**config.mk**
```make
export PLATFORM = sky130hd
export DESIGN_NAME = rtcwin_access
export DESIGN_NICKNAME = d
export VERILOG_FILES = /design/src/verilog/rtcwin_access.v
export VERILOG_INCLUDE_DIRS = /design/src /design/src/verilog
export SDC_FILE = /design/constraint.sdc
export NUM_CORES = 1
export LEC_CHECK = 0
export ABC_CLOCK_PERIOD_IN_PS = 8100
export BUFFER_PORTS_ARGS = -buffer_cell sky130_fd_sc_hd__buf_4
export CORE_ASPECT_RATIO = 1.25
export CORE_MARGIN = 2
export CORE_UTILIZATION = 34
export DETAILED_ROUTE_END_ITERATION = 6
export PLACE_DENSITY = 0.56
export SLEW_MARGIN = 30
export SYNTH_ARGS = -nofsm -noshare
export SYNTH_HDL_FRONTEND = slang
export SYNTH_SLANG_ARGS = --single-unit
```
**constraint.sdc**
```tcl
create_clock -name clk_in -period 8.1 [get_ports clk_in]
set_clock_uncertainty 0.2 [all_clocks]
set_input_delay 0.405 -clock clk_in [delete_from_list [all_inputs] [get_ports clk_in]]
set_output_delay 0.405 -clock clk_in [all_outputs]
set_load 0.005 [all_outputs]
```
**src/verilog/rtcwin_regs.vh**
```
`ifndef RTCWIN_REGS_VH
`define RTCWIN_REGS_VH

// ------------------------------------------------------------
// Field positions
// ------------------------------------------------------------
`define RTCWIN_PTR_HI 9
`define RTCWIN_PTR_LO 8
`define RTCWIN_WREN_BIT 13
`define RTCWIN_ON_BIT 15

// ------------------------------------------------------------
// Pointer codes
// ------------------------------------------------------------
`define RTCWIN_PTR_MINSEC 2'h0
`define RTCWIN_PTR_WDHR 2'h1
`define RTCWIN_PTR_MTHDAY 2'h2
`define RTCWIN_PTR_YEAR 2'h3

// ------------------------------------------------------------
// Unlock key values and window length
// ------------------------------------------------------------
`define RTCWIN_KEY_FIRST 8'h55
`define RTCWIN_KEY_SECOND 8'hAA
`define RTCWIN_UNLOCK_CYCLES 2'h1

// ------------------------------------------------------------
// Reset values
// ------------------------------------------------------------
`define RTCWIN_CFG_RESET 16'h0000
`define RTCWIN_ALM_RESET 16'h0000
`define RTCWIN_BYTE_RESET 8'h00

`endif

```
**src/verilog/rtcwin_access.v**
```verilog
// Summary of operation
// - Value pointer at config bits 9:8 selects the timekeeping register pair.
// - Value-window high-byte write decrements pointer, holding at 00.
// - Value pointer 00 min/sec, 01 weekday/hours, 10 month/day, 11 year.
// - Alarm pointer at alarm config bits 9:8 selects the alarm pair.
// - Alarm-window high-byte write decrements alarm pointer, holding at 00.
// - Alarm pointer 00 min/sec, 01 weekday/hours, 10 month/day, 11 none.
// - Any read of either alarm window byte decrements the alarm pointer.
// - Any read of either value window byte decrements the value pointer.
// - Timekeeping writes only take effect while write-enable bit 13 is set.
// - Write-enable may be set only one cycle after 55h then AAh key writes.
// - Year register writes accepted only while write-enable is 1.
// - Module-on bit writes accepted only while write-enable is 1.
`timescale 1ns/1ns
`default_nettype none
`include "rtcwin_regs.vh"

module rtcwin_access #(
    parameter DW = 16
) (
    input wire clk_in,
    input wire rst_in,
    input wire cfg_wr_in,
    input wire [DW-1:0] cfg_wdata_in,
    input wire alm_cfg_wr_in,
    input wire [DW-1:0] alm_cfg_wdata_in,
    input wire key_wr_in,
    input wire [7:0] key_wdata_in,
    input wire val_wr_hi_in,
    input wire val_wr_lo_in,
    input wire val_rd_in,
    input wire [DW-1:0] val_wdata_in,
    input wire alm_wr_hi_in,
    input wire alm_wr_lo_in,
    input wire alm_rd_in,
    input wire [DW-1:0] alm_wdata_in,
    output reg [DW-1:0] cfg_rdata_out,
    output reg [DW-1:0] alm_cfg_rdata_out,
    output reg [DW-1:0] val_rdata_out,
    output reg [DW-1:0] alm_rdata_out,
    output reg timer_write_enable_out,
    output reg clock_module_on_out
);

// ------------------------------------------------------------
// State
// ------------------------------------------------------------
reg [DW-1:0] clock_config_calibration_reg;
reg [DW-1:0] alarm_config_repeat_reg;
reg [7:0] tk_reg [0:7];
reg [7:0] al_reg [0:5];
reg [1:0] key_state_reg;
reg [1:0] unlock_cnt_reg;
wire [1:0] value_window_pointer;
wire [1:0] alarm_window_pointer;
wire timer_write_enable;
wire unlocked;
wire val_step;
wire alm_step;
wire [1:0] vp_next;
wire [1:0] ap_next;
wire [DW-1:0] val_mux;
wire [DW-1:0] alm_mux;
integer i;

assign value_window_pointer = clock_config_calibration_reg[`RTCWIN_PTR_HI:`RTCWIN_PTR_LO];
assign alarm_window_pointer = alarm_config_repeat_reg[`RTCWIN_PTR_HI:`RTCWIN_PTR_LO];
assign timer_write_enable = clock_config_calibration_reg[`RTCWIN_WREN_BIT];
assign unlocked = (unlock_cnt_reg != 2'h0);

// ------------------------------------------------------------
// Pointer stepping
// ------------------------------------------------------------
assign val_step = val_wr_hi_in | val_rd_in;
assign alm_step = alm_wr_hi_in | alm_rd_in;
assign vp_next = (value_window_pointer == `RTCWIN_PTR_MINSEC) ? `RTCWIN_PTR_MINSEC :
                 value_window_pointer - 2'h1;
assign ap_next = (alarm_window_pointer == `RTCWIN_PTR_MINSEC) ? `RTCWIN_PTR_MINSEC :
                 alarm_window_pointer - 2'h1;

// ------------------------------------------------------------
// Window decode (pair index = pointer, high byte at 2p+1)
// ------------------------------------------------------------
assign val_mux = (value_window_pointer == `RTCWIN_PTR_YEAR) ?
                 {8'h00, tk_reg[6]} :
                 {tk_reg[{value_window_pointer, 1'b1}], tk_reg[{value_window_pointer, 1'b0}]};
assign alm_mux = (alarm_window_pointer == `RTCWIN_PTR_YEAR) ? 16'h0000 :
                 {al_reg[{alarm_window_pointer, 1'b1}], al_reg[{alarm_window_pointer, 1'b0}]};

// ------------------------------------------------------------
// Unlock sequence: 55h then AAh opens a one-cycle window
// ------------------------------------------------------------
always @(posedge clk_in or posedge rst_in) begin
    if (rst_in) begin
        key_state_reg <= 2'h0;
        unlock_cnt_reg <= 2'h0;
    end else begin
        if (unlock_cnt_reg != 2'h0)
            unlock_cnt_reg <= unlock_cnt_reg - 2'h1;
        if (key_wr_in) begin
            if (key_state_reg == 2'h1 && key_wdata_in == `RTCWIN_KEY_SECOND) begin
                key_state_reg <= 2'h0;
                unlock_cnt_reg <= `RTCWIN_UNLOCK_CYCLES;
            end else if (key_wdata_in == `RTCWIN_KEY_FIRST) begin
                key_state_reg <= 2'h1;
            end else begin
                key_state_reg <= 2'h0;
            end
        end else if (cfg_wr_in) begin
            key_state_reg <= 2'h0;
        end
    end
end

// ------------------------------------------------------------
// Configuration registers
// ------------------------------------------------------------
always @(posedge clk_in or posedge rst_in) begin
    if (rst_in) begin
        clock_config_calibration_reg <= `RTCWIN_CFG_RESET;
        alarm_config_repeat_reg <= `RTCWIN_ALM_RESET;
    end else begin
        if (cfg_wr_in) begin
            clock_config_calibration_reg <= cfg_wdata_in;
            // Setting write-enable only inside unlock window; clearing any time
            if (cfg_wdata_in[`RTCWIN_WREN_BIT] && !timer_write_enable && !unlocked)
                clock_config_calibration_reg[`RTCWIN_WREN_BIT] <= 1'b0;
            if (!timer_write_enable)
                clock_config_calibration_reg[`RTCWIN_ON_BIT] <=
                    clock_config_calibration_reg[`RTCWIN_ON_BIT];
        end else if (val_step) begin
            clock_config_calibration_reg[`RTCWIN_PTR_HI:`RTCWIN_PTR_LO] <= vp_next;
        end
        if (alm_cfg_wr_in)
            alarm_config_repeat_reg <= alm_cfg_wdata_in;
        else if (alm_step)
            alarm_config_repeat_reg[`RTCWIN_PTR_HI:`RTCWIN_PTR_LO] <= ap_next;
    end
end

// ------------------------------------------------------------
// Timekeeping and alarm byte storage
// ------------------------------------------------------------
always @(posedge clk_in or posedge rst_in) begin
    if (rst_in) begin
        for (i = 0; i < 8; i = i + 1)
            tk_reg[i] <= `RTCWIN_BYTE_RESET;
        for (i = 0; i < 6; i = i + 1)
            al_reg[i] <= `RTCWIN_BYTE_RESET;
    end else begin
        if (timer_write_enable) begin
            if (val_wr_hi_in && value_window_pointer != `RTCWIN_PTR_YEAR)
                tk_reg[{value_window_pointer, 1'b1}] <= val_wdata_in[15:8];
            if (val_wr_lo_in)
                tk_reg[{value_window_pointer, 1'b0}] <= val_wdata_in[7:0];
        end
        if (alarm_window_pointer != `RTCWIN_PTR_YEAR) begin
            if (alm_wr_hi_in)
                al_reg[{alarm_window_pointer, 1'b1}] <= alm_wdata_in[15:8];
            if (alm_wr_lo_in)
                al_reg[{alarm_window_pointer, 1'b0}] <= alm_wdata_in[7:0];
        end
    end
end

// ------------------------------------------------------------
// Registered outputs
// ------------------------------------------------------------
always @(posedge clk_in or posedge rst_in) begin
    if (rst_in) begin
        cfg_rdata_out <= `RTCWIN_CFG_RESET;
        alm_cfg_rdata_out <= `RTCWIN_ALM_RESET;
        val_rdata_out <= 16'h0000;
        alm_rdata_out <= 16'h0000;
        timer_write_enable_out <= 1'b0;
        clock_module_on_out <= 1'b0;
    end else begin
        cfg_rdata_out <= clock_config_calibration_reg;
        alm_cfg_rdata_out <= alarm_config_repeat_reg;
        val_rdata_out <= val_mux;
        alm_rdata_out <= alm_mux;
        timer_write_enable_out <= timer_write_enable;
        clock_module_on_out <= clock_config_calibration_reg[`RTCWIN_ON_BIT];
    end
end

endmodule // rtcwin_access
`default_nettype wire

```
==> metrics.csv <==
metric;value;unit
status;finished clean;
period_share;29.8;%
drc;0;
period_needed;2410;ps
cts_tree;built;
p_total;2.63;mW
largest_reg_flops;56;
avgSynthCellArea;15.8;um^2
start_util;34.4;%
grt_pass1_wl;25300;um
cts_sinks;203;
nets;790;
dp_slack;5600;ps
max-cap-violations;0;
grt_max_degree;131;
crit_family;simple AND/OR/NAND/NOR gates;
io_buffers;148;
critPathKind;register to register;
cp_num_cells;3;
dp.cells;899;
viasPerCell;4.65;
grt_pass1_vias;5078;
r2r-start;clock_config_calibration_reg[8]$_DFFE_PP0P_;
start_kind;register;
ys_ff_latch;203;
fp.dieW;138;um
clock_path_buffers;3;
gp_congestion;0.691;
reg2reg_depth;3;
max_freq;0.414;GHz
cp_data_required_time;8280;ps
reg2reg_to;tk_reg[47]$_DFFE_PP0P_;
clock_latency;490;ps
yosysSeqAreaShare;66.7;%
cts_root_buf;clkbuf_16;
max_stage_delay;730;ps
layout-drive-gt1-share;46.7;%
dp_hpwl;10300;um
worstSetupStartpoint;clock_config_calibration_reg[8]$_DFFE_PP0P_;
crit_end;tk_reg[47]$_DFFE_PP0P_;
hp-class;input port to register;
wl_per_cell;15.6;um
dieHeight;171;um
path_max_fanout;24;
row_count;61;
end_kind;register;
worst_ep_arrival_time;2590;ps
synth_top_area_share;66.7;%
syn_to_final_growth;36.9;%
ys_types;24;
slew_viol_final;0;
clkSlewWorstSetupHoldPaths;60;ps
ir_worst_vdd;0.162;mV
hold_viol;0;
synth_area;7620;um^2
antenna_found_initial;0;
finalSetupViolCount;0;
synthCells;482;
power_density;252;nW/um^2
track_usage;13.5;%
power_leakage;4.81;nW
synthTopCellsByArea;dfrtp_1, mux2_2, mux2i_1;
dieArea;23600;um^2
yosys_warnings;0;
max_slew_margin;44.3;%
h-tree-depth;1;
setup_tns;0;ps
num_antenna_cells;0;
synth_fp_nets;565;
worstPathCellList;nor2b_1, nand3_2, mux2_2;
crit_buf_inv;0;
post_cts_buffers;0;
setup_ws;5690;ps
wl;15700;um
cts-buffers-inserted;22;
cp_slowest_cell;dfrtp_2;
r2r_slack;5690;ps
grt_overflow;0;
rsz0062_at_grt;false;
worstMarginPinSlew;832;ps
drtIter0Drc;134;
coreArea;22100;um^2
cts_resized;0;
ios;149;
layoutNonFillerInstCount;1006;
synth.largest_area_cell;dfrtp_1;
vias;4676;
first_pass_iters;4;
ant_nets;0;
==> cell usage after synthesis (all sizes together) <==
cell type  instances
dfrtp            203
a21oi              1
nor2               2
nand4              2
o21ai             33
nor2b              4
buf               13
and3               1
nor3b              2
nor3               2
nand2             35
inv                3
mux2             131
and2b              1
nand3              5
nand2b             1
clkbuf             5
mux4               8
nor4bb             4
mux2i             26
==> placed cells by master (no fill, tap or decap) <==
cell type / Yosys / final
clkinvlp_4: 0 / 2
nand2b_1: 1 / 1
mux2i_1: 26 / 26
dfrtp_2: 0 / 2
nand2_1: 35 / 35
nand3_2: 4 / 4
clkinv_8: 0 / 1
a21oi_1: 1 / 1
mux2_2: 131 / 131
buf_4: 7 / 151
nor4bb_1: 4 / 4
nand3_1: 1 / 1
nand4_1: 1 / 1
and2b_1: 1 / 1
clkbuf_1: 5 / 5
bufinv_16: 0 / 2
and3_1: 1 / 1
nor3_2: 2 / 2
nor2_1: 2 / 2
clkbuf_16: 0 / 23
clkinv_2: 0 / 5
dfrtp_1: 203 / 201
nor2b_1: 4 / 4
nor3b_2: 2 / 2
nand4_2: 1 / 1
dlygate4sd3_1: 0 / 67
buf_6: 1 / 1
mux4_2: 8 / 8
o21ai_0: 33 / 33
inv_1: 3 / 2
clkbuf_8: 0 / 3
==> timing repair <==
action                     CTS  global route
setup endpoints to repair    0             0
hold buffers                67             0
hold endpoints to repair   266             0
==> worst min path at each step <==
stage | startpoint | endpoint | cells past startpoint
global placement | alarm_config_repeat_reg[13]$_DFFE_PP0P_ | alm_cfg_rdata_out[13]$_DFF_PP0_ | 0
finish | key_wdata_in[2] | unlock_cnt_reg[0]$_DFF_PP0_ | 4
floorplan | clock_config_calibration_reg[15]$_DFFE_PP0P_ | cfg_rdata_out[15]$_DFF_PP0_ | 0
detailed placement | alarm_config_repeat_reg[6]$_DFFE_PP0P_ | alm_cfg_rdata_out[6]$_DFF_PP0_ | 0
CTS | key_wdata_in[2] | unlock_cnt_reg[0]$_DFF_PP0_ | 4
global route | key_wdata_in[2] | unlock_cnt_reg[0]$_DFF_PP0_ | 4
==> layout make-up <==
cell class,count,area (um^2)
Inverter,3,23.8
Multi-Input combinational cell,258,2420
Timing Repair Buffer,219,1820
Sequential cell,203,5080
Clock inverter,9,100
Fill cell,1991,11700
Tap cell,283,354
Clock buffer,31,636
==> logic make-up (layout without fill, tap and decap cells) <==
| kind of cell | after synthesis | count (layout) | synth area share, % |
|---|---|---|---|
| muxes | 165 | 165 | 25.1 |
| DFF | 203 | 203 | 66.7 |
| and+or+nand+nor | 59 | 59 | 4.37 |
| AOI/OAI and AO/OA | 34 | 34 | 2.23 |
| buffers and inverters | 21 | 262 | 1.56 |
==> metal layers <==
| metal | part of all wire, % | global-route usage (%) | vias to the layer above |
|---|---|---|---|
| li1 | - | - | 2154 |
| met1 | 41 | 16.4 | 2360 |
| met2 | 50 | 23.8 | 135 |
| met3 | 6.8 | 3.18 | 27 |
| met4 | 1.7 | 3.55 | 0 |
| met5 | 0 | 0 | - |
==> metrics by stage <==
step           cell area [um^2]  util (%)  hold WS [ps]
4_1_cts                   10400      47.1          33.3
2_1_floorplan              7620         -           149
5_1_grt                   10400      47.1          62.8
6_report                  10400      47.1          55.7
3_5_place_dp               9010      40.7           158
3_3_place_gp               9010      40.7           154
==> power by group <==
group	switching (mW)	internal [mW]	leakage [nW]
logic	0.137	0.237	1.94
clock network	0.384	0.611	0.359
registers	0.0789	1.18	2.51
total	0.600	2.03	4.81
==> worst min-delay path, delay by kind of cell <==
family	cells	cell delay (ps)
AO/OA/AOI/OAI	1	80
buffers and inverters	1	90
AND/OR/NAND/NOR	2	140
Note: power is estimated with default switching activity, not from simulation.
